### config.mk
export PLATFORM = sky130hd
export DESIGN_NAME = flag_set_and_store_exec
export DESIGN_NICKNAME = d
export VERILOG_FILES = /design/src/verilog/exec_pkg.sv /design/src/verilog/exec_if.sv /design/src/verilog/exec_decoder.sv /design/src/verilog/exec_flags.sv /design/src/verilog/flag_set_and_store_exec.sv
export SDC_FILE = /design/constraint.sdc
export NUM_CORES = 1
export LEC_CHECK = 0
export ABC_AREA = 0
export BUFFER_PORTS_ARGS = -buffer_cell sky130_fd_sc_hd__clkbuf_2
export CAP_MARGIN = 10
export CELL_PAD_IN_SITES_DETAIL_PLACEMENT = 0
export CELL_PAD_IN_SITES_GLOBAL_PLACEMENT = 1
export CORE_MARGIN = 2
export CORE_UTILIZATION = 39
export CTS_CLUSTER_SIZE = 28
export DETAILED_ROUTE_END_ITERATION = 10
export GPL_TIMING_DRIVEN = 0
export PLACE_DENSITY_LB_ADDON = 0.1
export SYNTH_ARGS = -nofsm -noshare
export SYNTH_HDL_FRONTEND = slang
export SYNTH_SLANG_ARGS = --single-unit
### constraint.sdc
create_clock -name clk -period 3.2 [get_ports clk]
set_input_delay 0.48 -clock clk [delete_from_list [all_inputs] [get_ports clk]]
set_output_delay 0.48 -clock clk [all_outputs]
set_load 0.01 [all_outputs]
### src/verilog/exec_pkg.sv
// Contract
// - Opcode 0D forces the carry flag to one in two cycles, OP then OP+1.
// - Opcode 0F forces the interrupt mask flag to one in two cycles.
// - With the mask flag set only non-maskable requests are accepted.
// - Opcode 0B forces the overflow flag to one in two cycles.
// - A byte store writes accumulator A or B to memory, unchanged.
// - A byte store sets N from bit 7, Z on zero and clears V.
// - Byte stores are 97 B7 A7 18A7 for A and D7 F7 E7 18E7 for B.
// - Bus sequences follow the mode: 00dd, hh then ll, idle FFFF, Y prefix.
// - The double store writes A at the address and B at the next one.
// - Double stores take 4, 5, 5 and 6 cycles, low write right after high.
`default_nettype none
package exec_pkg;
	localparam logic [7:0] OP_SET_CARRY = 8'h0d;
	localparam logic [7:0] OP_SET_MASK  = 8'h0f;
	localparam logic [7:0] OP_SET_OVF   = 8'h0b;
	localparam logic [7:0] OP_PREFIX_Y  = 8'h18;
	localparam logic [7:0] OP_STA_DIR   = 8'h97;
	localparam logic [7:0] OP_STA_EXT   = 8'hb7;
	localparam logic [7:0] OP_STA_IDX   = 8'ha7;
	localparam logic [7:0] OP_STB_DIR   = 8'hd7;
	localparam logic [7:0] OP_STB_EXT   = 8'hf7;
	localparam logic [7:0] OP_STB_IDX   = 8'he7;
	localparam logic [7:0] OP_STD_DIR   = 8'hdd;
	localparam logic [7:0] OP_STD_EXT   = 8'hfd;
	localparam logic [7:0] OP_STD_IDX   = 8'hed;
	localparam logic [15:0] IDLE_ADDR   = 16'hffff;
	localparam logic [7:0] DIRECT_PAGE  = 8'h00;
	// Bit positions inside condition_flags.
	localparam int FLAG_C = 0;
	localparam int FLAG_V = 1;
	localparam int FLAG_Z = 2;
	localparam int FLAG_N = 3;
	localparam int FLAG_I = 4;
	// Register offsets on the bus, byte addresses.
	localparam logic [7:0] REG_CTRL   = 8'h00;
	localparam logic [7:0] REG_STATUS = 8'h04;
	localparam logic [7:0] REG_PC     = 8'h08;
	localparam logic [7:0] REG_ACC    = 8'h0c;
	localparam logic [7:0] REG_INDEX  = 8'h10;
	localparam logic [7:0] REG_FLAGS  = 8'h14;
	localparam int CTRL_RUN       = 0;
	localparam int STAT_BUSY      = 0;
	localparam int STAT_ILLEGAL   = 1;
	localparam logic [7:0] FLAGS_RESET = 8'h10;
	localparam logic [15:0] PC_RESET   = 16'h0000;
	localparam logic [2:0] HSIZE_WORD  = 3'b010;
	typedef enum logic [2:0] {
		KIND_NONE, KIND_SET_C, KIND_SET_I, KIND_SET_V, KIND_STORE
	} kind_t;
	typedef enum logic [1:0] {MODE_DIR, MODE_EXT, MODE_IDX} mode_t;
endpackage : exec_pkg
`default_nettype wire

### src/verilog/exec_if.sv
`default_nettype none
// Decode and flag results shared between the core and its helpers.
interface exec_if;
	import exec_pkg::*;
	logic [7:0]  opcode;
	logic        prefixed;
	logic        legal;
	kind_t       kind;
	mode_t       mode;
	logic        use_b;
	logic        dbl;
	logic [7:0]  flags_in;
	logic [15:0] value;
	logic [7:0]  flags_out;
	modport dec (input opcode, prefixed,
		output legal, kind, mode, use_b, dbl);
	modport flg (input kind, dbl, flags_in, value, output flags_out);
	modport core (output opcode, prefixed, flags_in, value,
		input legal, kind, mode, use_b, dbl, flags_out);
endinterface : exec_if
`default_nettype wire

### src/verilog/exec_decoder.sv
`default_nettype none
module exec_decoder (
	exec_if.dec d
);
	import exec_pkg::*;
	// One table serves both the fetch decision and the later cycles.
	always_comb begin
		d.legal = 1'b1;
		d.kind  = KIND_STORE;
		d.mode  = MODE_IDX;
		d.use_b = 1'b0;
		d.dbl   = 1'b0;
		if (d.prefixed) begin
			case (d.opcode)
				OP_STA_IDX: d.use_b = 1'b0;
				OP_STB_IDX: d.use_b = 1'b1;
				OP_STD_IDX: d.dbl = 1'b1;
				default: begin
					d.legal = 1'b0;
					d.kind  = KIND_NONE;
				end
			endcase
		end else begin
			case (d.opcode)
				OP_SET_CARRY: d.kind = KIND_SET_C;
				OP_SET_MASK:  d.kind = KIND_SET_I;
				OP_SET_OVF:   d.kind = KIND_SET_V;
				OP_STA_DIR:   d.mode = MODE_DIR;
				OP_STA_EXT:   d.mode = MODE_EXT;
				OP_STA_IDX:   d.mode = MODE_IDX;
				OP_STB_DIR: begin
					d.mode  = MODE_DIR;
					d.use_b = 1'b1;
				end
				OP_STB_EXT: begin
					d.mode  = MODE_EXT;
					d.use_b = 1'b1;
				end
				OP_STB_IDX:   d.use_b = 1'b1;
				OP_STD_DIR: begin
					d.mode = MODE_DIR;
					d.dbl  = 1'b1;
				end
				OP_STD_EXT: begin
					d.mode = MODE_EXT;
					d.dbl  = 1'b1;
				end
				OP_STD_IDX:   d.dbl = 1'b1;
				default: begin
					d.legal = 1'b0;
					d.kind  = KIND_NONE;
				end
			endcase
		end
	end
endmodule : exec_decoder
`default_nettype wire

### src/verilog/exec_flags.sv
`default_nettype none
module exec_flags (
	exec_if.flg f
);
	import exec_pkg::*;
	// Next condition_flags; S, X and H are never touched here.
	always_comb begin
		f.flags_out = f.flags_in;
		case (f.kind)
			KIND_SET_C: f.flags_out[FLAG_C] = 1'b1;
			KIND_SET_I: f.flags_out[FLAG_I] = 1'b1;
			KIND_SET_V: f.flags_out[FLAG_V] = 1'b1;
			KIND_STORE: begin
				if (f.dbl) begin
					f.flags_out[FLAG_N] = f.value[15];
					f.flags_out[FLAG_Z] = (f.value == 16'h0000);
				end else begin
					f.flags_out[FLAG_N] = f.value[7];
					f.flags_out[FLAG_Z] = (f.value[7:0] == 8'h00);
				end
				f.flags_out[FLAG_V] = 1'b0;
			end
			default: f.flags_out = f.flags_in;
		endcase
	end
endmodule : exec_flags
`default_nettype wire

### src/verilog/flag_set_and_store_exec.sv
// Design decisions made here: register access over AHB-Lite and the placing of the registers.
`default_nettype none
module flag_set_and_store_exec (
	input  wire logic        clk,
	input  wire logic        arst_n,
	input  wire logic        hsel,
	input  wire logic [31:0] haddr,
	input  wire logic [1:0]  htrans,
	input  wire logic        hwrite,
	input  wire logic [2:0]  hsize,
	input  wire logic [31:0] hwdata,
	input  wire logic        hready,
	output logic             hreadyout,
	output logic             hresp,
	output logic [31:0]      hrdata,
	output logic [15:0]      mem_addr,
	output logic [7:0]       mem_wdata,
	output logic             mem_rw,
	input  wire logic [7:0]  mem_rdata,
	output logic             cycle_active,
	input  wire logic        irq_req,
	input  wire logic        nmi_req,
	output logic             int_accept,
	output logic             int_nonmaskable
);
	import exec_pkg::*;

	typedef enum logic [3:0] {
		S_HALT, S_FETCH, S_PREFIX, S_INH, S_OPR1, S_OPR2, S_IDLE,
		S_WR_HI, S_WR_LO
	} state_t;

	state_t      state_reg;
	state_t      state_next;
	logic [15:0] pc_reg;
	logic [15:0] ea_reg;
	logic [7:0]  opcode_reg;
	logic        prefix_reg;
	logic [7:0]  condition_flags_reg;
	logic [7:0]  accumulator_first_reg;
	logic [7:0]  accumulator_second_reg;
	logic [15:0] index_x_reg;
	logic [15:0] index_y_reg;
	logic        run_reg;
	logic        illegal_reg;
	logic        dp_wr_reg;
	logic        dp_rd_reg;
	logic        rd_done_reg;
	logic [7:0]  dp_addr_reg;
	logic [31:0] hrdata_reg;
	logic        ap_take;
	logic        bus_we;
	logic        core_idle;
	logic        illegal_hit;
	logic        flags_done;
	logic        boundary_run;
	logic [7:0]  selected_accumulator;
	logic [15:0] double_accumulator;

	exec_if ei ();

	exec_decoder u_dec (
		.d (ei)
	);

	exec_flags u_flg (
		.f (ei)
	);

	// Register read mux; unmapped offsets read as zero.
	function automatic logic [31:0] reg_read(input logic [7:0] a);
		logic [31:0] r;
		r = 32'h0000_0000;
		case (a)
			REG_CTRL:   r[CTRL_RUN] = run_reg;
			REG_STATUS: begin
				r[STAT_BUSY]    = (state_reg != S_HALT);
				r[STAT_ILLEGAL] = illegal_reg;
			end
			REG_PC:     r[15:0] = pc_reg;
			REG_ACC:    r[15:0] = double_accumulator;
			REG_INDEX:  r = {index_y_reg, index_x_reg};
			REG_FLAGS:  r[7:0] = condition_flags_reg;
			default:    r = 32'h0000_0000;
		endcase
		return r;
	endfunction : reg_read

	// Bus slave: writes finish with no wait, reads take one wait state
	// so that a read right after a write always sees the new value.
	assign ap_take   = hsel & htrans[1] & hready;
	assign hreadyout = ~(dp_rd_reg & ~rd_done_reg);
	assign hresp     = 1'b0;
	assign hrdata    = hrdata_reg;
	assign bus_we    = dp_wr_reg;

	always_ff @(posedge clk or negedge arst_n) begin
		if (!arst_n) begin
			dp_wr_reg   <= 1'b0;
			dp_rd_reg   <= 1'b0;
			dp_addr_reg <= 8'h00;
		end else if (ap_take) begin
			dp_wr_reg   <= hwrite & (hsize == HSIZE_WORD);
			dp_rd_reg   <= ~hwrite;
			dp_addr_reg <= haddr[7:0];
		end else if (hreadyout) begin
			dp_wr_reg <= 1'b0;
			dp_rd_reg <= 1'b0;
		end
	end

	// Read data is captured in the wait cycle and held until the next one.
	always_ff @(posedge clk or negedge arst_n) begin
		if (!arst_n) begin
			rd_done_reg <= 1'b0;
			hrdata_reg  <= 32'h0000_0000;
		end else if (dp_rd_reg & ~rd_done_reg) begin
			rd_done_reg <= 1'b1;
			hrdata_reg  <= reg_read(dp_addr_reg);
		end else begin
			rd_done_reg <= 1'b0;
		end
	end

	assign core_idle = (state_reg == S_HALT);

	// Run bit: software sets it, an unknown opcode drops it.
	always_ff @(posedge clk or negedge arst_n) begin
		if (!arst_n) begin
			run_reg <= 1'b0;
		end else if (illegal_hit) begin
			run_reg <= 1'b0;
		end else if (bus_we && dp_addr_reg == REG_CTRL) begin
			run_reg <= hwdata[CTRL_RUN];
		end
	end

	// Sticky illegal flag, write one to clear; a new hit wins.
	always_ff @(posedge clk or negedge arst_n) begin
		if (!arst_n) begin
			illegal_reg <= 1'b0;
		end else if (illegal_hit) begin
			illegal_reg <= 1'b1;
		end else if (bus_we && dp_addr_reg == REG_STATUS &&
			hwdata[STAT_ILLEGAL]) begin
			illegal_reg <= 1'b0;
		end
	end

	// Accumulators and index registers are loaded only while halted,
	// which keeps them out of reach of a running instruction.
	always_ff @(posedge clk or negedge arst_n) begin
		if (!arst_n) begin
			accumulator_first_reg  <= 8'h00;
			accumulator_second_reg <= 8'h00;
			index_x_reg            <= 16'h0000;
			index_y_reg            <= 16'h0000;
		end else if (bus_we && core_idle) begin
			if (dp_addr_reg == REG_ACC) begin
				accumulator_first_reg  <= hwdata[15:8];
				accumulator_second_reg <= hwdata[7:0];
			end
			if (dp_addr_reg == REG_INDEX) begin
				index_x_reg <= hwdata[15:0];
				index_y_reg <= hwdata[31:16];
			end
		end
	end

	assign double_accumulator = {accumulator_first_reg,
		accumulator_second_reg};
	assign selected_accumulator = ei.use_b ? accumulator_second_reg :
		accumulator_first_reg;

	// Decode the byte on the bus during fetches, the held opcode after.
	assign ei.opcode   = (state_reg == S_FETCH || state_reg == S_PREFIX) ?
		mem_rdata : opcode_reg;
	assign ei.prefixed = (state_reg == S_FETCH) ? 1'b0 : prefix_reg;
	assign ei.flags_in = condition_flags_reg;
	assign ei.value    = ei.dbl ? double_accumulator :
		{8'h00, selected_accumulator};

	assign boundary_run = run_reg;
	assign illegal_hit  = ((state_reg == S_FETCH &&
		mem_rdata != OP_PREFIX_Y) || state_reg == S_PREFIX) && !ei.legal;

	// Instruction sequencer, one bus cycle per clock.
	always_comb begin
		state_next = state_reg;
		case (state_reg)
			S_HALT: state_next = run_reg ? S_FETCH : S_HALT;
			S_FETCH: begin
				if (mem_rdata == OP_PREFIX_Y) begin
					state_next = S_PREFIX;
				end else if (!ei.legal) begin
					state_next = S_HALT;
				end else if (ei.kind == KIND_STORE) begin
					state_next = S_OPR1;
				end else begin
					state_next = S_INH;
				end
			end
			S_PREFIX: state_next = ei.legal ? S_OPR1 : S_HALT;
			S_INH: state_next = boundary_run ? S_FETCH : S_HALT;
			S_OPR1: begin
				case (ei.mode)
					MODE_DIR: state_next = S_WR_HI;
					MODE_EXT: state_next = S_OPR2;
					default:  state_next = S_IDLE;
				endcase
			end
			S_OPR2:  state_next = S_WR_HI;
			S_IDLE:  state_next = S_WR_HI;
			S_WR_HI: begin
				if (ei.dbl) begin
					state_next = S_WR_LO;
				end else begin
					state_next = boundary_run ? S_FETCH : S_HALT;
				end
			end
			S_WR_LO: state_next = boundary_run ? S_FETCH : S_HALT;
			default: state_next = S_HALT;
		endcase
	end

	always_ff @(posedge clk or negedge arst_n) begin
		if (!arst_n) begin
			state_reg <= S_HALT;
		end else begin
			state_reg <= state_next;
		end
	end

	// Program counter steps past every byte fetched from the stream.
	always_ff @(posedge clk or negedge arst_n) begin
		if (!arst_n) begin
			pc_reg <= PC_RESET;
		end else if (core_idle) begin
			if (bus_we && dp_addr_reg == REG_PC) begin
				pc_reg <= hwdata[15:0];
			end
		end else if (state_reg == S_FETCH || state_reg == S_PREFIX ||
			state_reg == S_OPR1 || state_reg == S_OPR2) begin
			pc_reg <= pc_reg + 16'h0001;
		end
	end

	// Held opcode and prefix marker for the cycles after the fetch.
	always_ff @(posedge clk or negedge arst_n) begin
		if (!arst_n) begin
			opcode_reg <= 8'h00;
			prefix_reg <= 1'b0;
		end else if (state_reg == S_FETCH) begin
			opcode_reg <= mem_rdata;
			prefix_reg <= (mem_rdata == OP_PREFIX_Y);
		end else if (state_reg == S_PREFIX) begin
			opcode_reg <= mem_rdata;
		end
	end

	// Effective address build-up; stepped by one for the second write.
	always_ff @(posedge clk or negedge arst_n) begin
		if (!arst_n) begin
			ea_reg <= 16'h0000;
		end else begin
			case (state_reg)
				S_OPR1: begin
					case (ei.mode)
						MODE_DIR: ea_reg <= {DIRECT_PAGE, mem_rdata};
						MODE_EXT: ea_reg <= {mem_rdata, 8'h00};
						default:  ea_reg <= (prefix_reg ? index_y_reg :
							index_x_reg) + {8'h00, mem_rdata};
					endcase
				end
				S_OPR2:  ea_reg <= {ea_reg[15:8], mem_rdata};
				S_WR_HI: ea_reg <= ea_reg + 16'h0001;
				default: ea_reg <= ea_reg;
			endcase
		end
	end

	assign flags_done = (state_reg == S_INH) ||
		(state_reg == S_WR_HI && !ei.dbl) || (state_reg == S_WR_LO);

	// While running, flags change only at the last cycle of an instruction.
	always_ff @(posedge clk or negedge arst_n) begin
		if (!arst_n) begin
			condition_flags_reg <= FLAGS_RESET;
		end else if (flags_done) begin
			condition_flags_reg <= ei.flags_out;
		end else if (core_idle && bus_we && dp_addr_reg == REG_FLAGS) begin
			condition_flags_reg <= hwdata[7:0];
		end
	end

	// Bus drive; write cycles pull read/write low.
	always_comb begin
		mem_addr  = pc_reg;
		mem_wdata = 8'h00;
		mem_rw    = 1'b1;
		case (state_reg)
			S_IDLE: mem_addr = IDLE_ADDR;
			S_WR_HI: begin
				mem_addr  = ea_reg;
				mem_wdata = ei.dbl ? accumulator_first_reg :
					selected_accumulator;
				mem_rw    = 1'b0;
			end
			S_WR_LO: begin
				mem_addr  = ea_reg;
				mem_wdata = accumulator_second_reg;
				mem_rw    = 1'b0;
			end
			default: mem_addr = pc_reg;
		endcase
	end

	assign cycle_active = ~core_idle;

	// Requests are seen only at an opcode fetch, an instruction boundary.
	// mask gates maskable requests only
	assign int_accept = (state_reg == S_FETCH) &
		(nmi_req | (irq_req & ~condition_flags_reg[FLAG_I]));
	assign int_nonmaskable = (state_reg == S_FETCH) & nmi_req;
endmodule : flag_set_and_store_exec
`default_nettype wire

==> results by stage <==
Floorplanning:
- The initial standard-cell utilization of the core is 0.3973.
- Measured along the x axis, the die boundary spans 153.1 um.
- The die covers 23440 sq um.
- The floorplan step set the die height to 153.1 um.
- The I/O pin count is 146.
- The standard-cell row count is 54.
- The core footprint is 21820 sq um.

Drt:
- The final layout contains routed wiring with a total length of 30560 um.
- The routed length per placed instance is 21.70 um.
- The number of DRC violations after detailed routing is 0.
- The number of design-rule violations left by the first detailed-router iteration is 660.
- The overall via count from detail_route is 8194.
- The number of vias per cell after detailed routing is 5.820.
- The number of nets with antenna violations after detailed routing is 0.
- The first-pass iteration count of the detailed router is 6.

Setup path:
- The critical path arrival is 2.69 ns.
- Tracing the worst setup path back leads to its startpoint at state_reg[3].
- By startpoint and endpoint, the worst setup path is classified as reg2out.
- Counting stages on the worst path, the most repeated cell is sky130_fd_sc_hd__buf_6.
- The required time of the critical path is 2.72 ns.
- The number of stages on the worst setup path is 9.
- The worst path buffer plus inverter count is 3.
- The start of the worst register-to-register path is prefix_reg.
- The number of cells on the worst reg-to-reg path is 12.
- On the worst path, the slowest cell contributes a delay of 0.51 ns.
- On the critical path, the stage with the largest delay is an instance of sky130_fd_sc_hd__or4b_1.
- STA classifies the critical path endpoint as an output port.
- In this design, the largest share of critical-path delay is due to simple AND/OR/NAND/NOR gates.
- The highest net fanout along the worst path is 7.
- The startpoint kind of the worst setup timing path is a register.
- The critical path goes through buf_6 > or4b_1 > buf_6 > and2_4 > a211oi_4 > a21oi_2 > mux2i_2 > o22ai_2 > clkbuf_2.

Timing:
- For the pin with the worst max-slew slack, the measured transition is 0.7525 ns.
- The number of max-slew violations in the final report is 0.
- The number of failing setup endpoints in the final timing report is 0.
- Setup repair after global routing could not meet its margin everywhere.
- The largest clock skew in the final design is 0.01250 ns.
- The period utilization is 0.9921.
- The time the final worst path needs with I/O delays and setup is 3.175 ns.
- Hold is met by 0.2420 ns.
- The relative slew slack is 0.4983.
- Based on the critical path, the design can be clocked at up to 315.0 MHz.
- Adding up every negative setup slack in the final design gives 0 ns.
- The number of endpoints with negative hold slack in the final report came to 0.

Global routing:
- The leftover overflow at the end of global routing is 0.
- Entering global routing, the biggest net connects 107 pins.
- The first-pass GRT wire length is 47610 um.
- Across every metal layer, demand over resource in global routing totals 0.2635.
- The initial antenna violation count is 0.
- The via count of the first global-routing pass is 8052.

Pwr:
- The internal power consumption is 4.182 mW.
- The sequential fraction of design power is 0.371.
- Of the total power, the share spent switching nets is 0.4307.
- Summed over all nets, the switching power comes to 3.164 mW.
- The part of the power in the clock network is 0.267.
- The static power due to leakage is 4.761 nW.
- VDD sags by at most 346.2 uV.
- The completed layout was analyzed and its total power is 7.345 mW.
- The share of total power dissipated in combinational logic is 0.361.
- For this design the ratio of total power to cell area is 699.1 nW/um^2.

Logic synthesis:
- Yosys printed 0 warnings.
- Synthesis inferred 146 register bits.
- Of the post-synthesis cell area, the dominant cell type holds 0.4185.
- The cell area that synthesis handed to floorplanning was 8670 sq um.
- The post-synthesis cell type count is 75.
- By area the synthesized netlist is led by sky130_fd_sc_hd__dfrtp_1 (42%), sky130_fd_sc_hd__mux2_2 (8.2%), sky130_fd_sc_hd__nand2_1 (6.7%).
- In the post-synthesis netlist, the cell with the most instances is sky130_fd_sc_hd__nand2_1.
- For this run, the register share of the synthesized area comes to 0.4216.
- The commonest cells after synthesis are sky130_fd_sc_hd__nand2_1 (154), sky130_fd_sc_hd__dfrtp_1 (145), sky130_fd_sc_hd__a21oi_1 (68).
- The average instance in the mapped netlist occupies 8.956 sq um.
- The proportion of synthesized flip-flops having asynchronous set or reset is 1.000.
- The number of enable flip-flop cells after synthesis is 0.
- Counting every instance in the synthesized netlist gives 968.
- The dominant synthesized flop cell is sky130_fd_sc_hd__dfrtp_1.
- The number of nets handed over by synthesis was 1063.
- The largest area contributor in the synthesized netlist is sky130_fd_sc_hd__dfrtp_1.

CTS:
- The clock tree from TritonCTS is built.
- At the later pin of the worst-skew pair, clock insertion delay measures 0.44 ns.
- Clock-pin slew was measured on the worst setup and hold paths at 0.07 ns.
- The maximum level of the CTS H-tree is 4.
- The number of sinks on the clock net is 146.
- The buffer cell driving the clock tree root is sky130_fd_sc_hd__clkbuf_16.
- The total clock buffers created by CTS is 17.
- In this run the deepest clock path goes through 2 buffers.

Layout:
- The register with the most flip-flops in the layout has 32 of them.
- The ratio of cells with drive above 1 in the final layout is 0.2509.
- The final design utilization is 0.4814.
- The final layout contains 1210 nets.
- The number of fill cells in the layout is 2182.
- Compared with the post-synthesis result, the final layout area differs by 21.19%.
- 0 antenna diodes ended up in the layout.

Placement:
- Routability-driven placement finished with a final weighted congestion of 0.9003.
- After legalization and detailed placement, the total HPWL measured 22860 um.
- The number of port buffers is 119.

Run:
- The total of max-cap violations is 0.

Worst hold path:
- The worst hold path depth is 2.
- The path category of the worst min-delay check is in2reg.
- The worst hold path begins at hwrite.

Run status:
- The run finished with clean final reports.
placed cells by master (no fill, tap or decap), types with 8 or more instances in the layout:
| cell | count |
|---|---|
| sky130_fd_sc_hd__clkbuf_2 | 121 |
| sky130_fd_sc_hd__nor2_1 | 59 |
| sky130_fd_sc_hd__o22ai_1 | 12 |
| sky130_fd_sc_hd__and3_1 | 14 |
| sky130_fd_sc_hd__a21oi_1 | 67 |
| sky130_fd_sc_hd__o211ai_1 | 8 |
| sky130_fd_sc_hd__nor3_1 | 11 |
| sky130_fd_sc_hd__inv_1 | 23 |
| sky130_fd_sc_hd__a31oi_1 | 9 |
| sky130_fd_sc_hd__dfrtp_1 | 143 |
| sky130_fd_sc_hd__clkbuf_1 | 39 |
| sky130_fd_sc_hd__nand2_1 | 152 |
| sky130_fd_sc_hd__clkbuf_16 | 17 |
| sky130_fd_sc_hd__nand4_1 | 9 |
| sky130_fd_sc_hd__a22o_1 | 13 |
| sky130_fd_sc_hd__a211oi_1 | 11 |
| sky130_fd_sc_hd__ha_1 | 9 |
| sky130_fd_sc_hd__and4_1 | 8 |
| sky130_fd_sc_hd__o21ai_0 | 53 |
| sky130_fd_sc_hd__mux2i_1 | 25 |
| sky130_fd_sc_hd__buf_4 | 13 |
| sky130_fd_sc_hd__nand3_1 | 61 |
| sky130_fd_sc_hd__and2_1 | 8 |
| sky130_fd_sc_hd__mux2_2 | 63 |
| sky130_fd_sc_hd__xnor2_1 | 10 |
cell type report:
cell class	count	area [sq um]	area share
plain buffers	60	277.8	0.02644
clock buffers	17	425.4	0.04049
clock inverters	15	142.6	0.01358
inverters	24	90.09	0.008575
multi-input cells	734	4838	0.4605
flip-flops and latches	146	3657	0.3481
well taps	280	350.3	0.03335
repair buffers	132	724.4	0.06895
through the flow:
step           std cells  area [sq um]  worst slack [ns]
2_1_floorplan        968          8672           0.01156
3_3_place_gp        1367          9618            -1.104
3_5_place_dp        1368          9654           -0.9775
4_1_cts             1408         10440          0.004745
5_1_grt             1408         10510          -0.05409
6_report            1408         10510           0.02544
final timing paths:
| check | endpoint | slack (ns) |
|---|---|---|
| setup / recovery | mem_wdata[7] | 0.03 |
| hold reg to reg | hrdata[17] | 0.46 |
| hold / removal | dp_rd_reg | 0.24 |
| max in group asynchronous | state_reg[2] | 1.77 |
| min in group asynchronous | hrdata[21] | 0.53 |
| setup reg to reg | ea_reg[14] | 0.17 |
power by group through the flow:
stage	sequential, mW	clock (mW)	combinational, mW
after global routing	2.76	2.08	2.95
after floorplan	2.51	0	1.74
final	2.73	1.96	2.65
after global placement	2.72	0	2.52
after detailed placement	2.72	0	2.54
after CTS	2.70	2.00	2.62
what timing repair did:
| item | CTS | global route |
|---|---|---|
| pin swaps | 4 | 4 |
| gates resized for setup | 33 | 19 |
| endpoints found under the hold margin | 36 | 0 |
| setup buffers | 10 | 1 |
| setup endpoints to repair | 23 | 37 |
| hold buffers | 1 | 0 |
cells by family (layout without fill, tap and decap cells):
family / Yosys count / after routing / synth area share
and+or+nand+nor: 372 / 372 / 0.2035
AOI/OAI and AO/OA: 245 / 245 / 0.1872
DFF: 146 / 146 / 0.4216
muxes: 90 / 90 / 0.1130
buffers and inverters: 88 / 248 / 0.04243
xor gates and xnor gates: 15 / 15 / 0.01515
adders and majority gates: 11 / 11 / 0.01674
other: 1 / 1 / 0.0004325
per-layer routing:
| metal | vias to the layer above | part of all wire | track usage |
|---|---|---|---|
| met5 | - | 0 | 0 |
| met2 | 262 | 0.46 | 0.4092 |
| met1 | 4052 | 0.46 | 0.3731 |
| met4 | 0 | 0.025 | 0.09127 |
| met3 | 43 | 0.051 | 0.04451 |
| li1 | 3837 | - | - |
worst reg2reg max path: cells and delay by family, from the launching register on:
family / cells / cell delay, ns
and+or+nand+nor: 3 / 0.48
muxes: 1 / 0.26
AOI/OAI and AO/OA: 3 / 0.57
adders and majority gates: 2 / 0.61
buffers and inverters: 2 / 0.26
DFF: 1 / 0.52
xor gates and xnor gates: 1 / 0.21
Power figures use the tool's default switching activity.
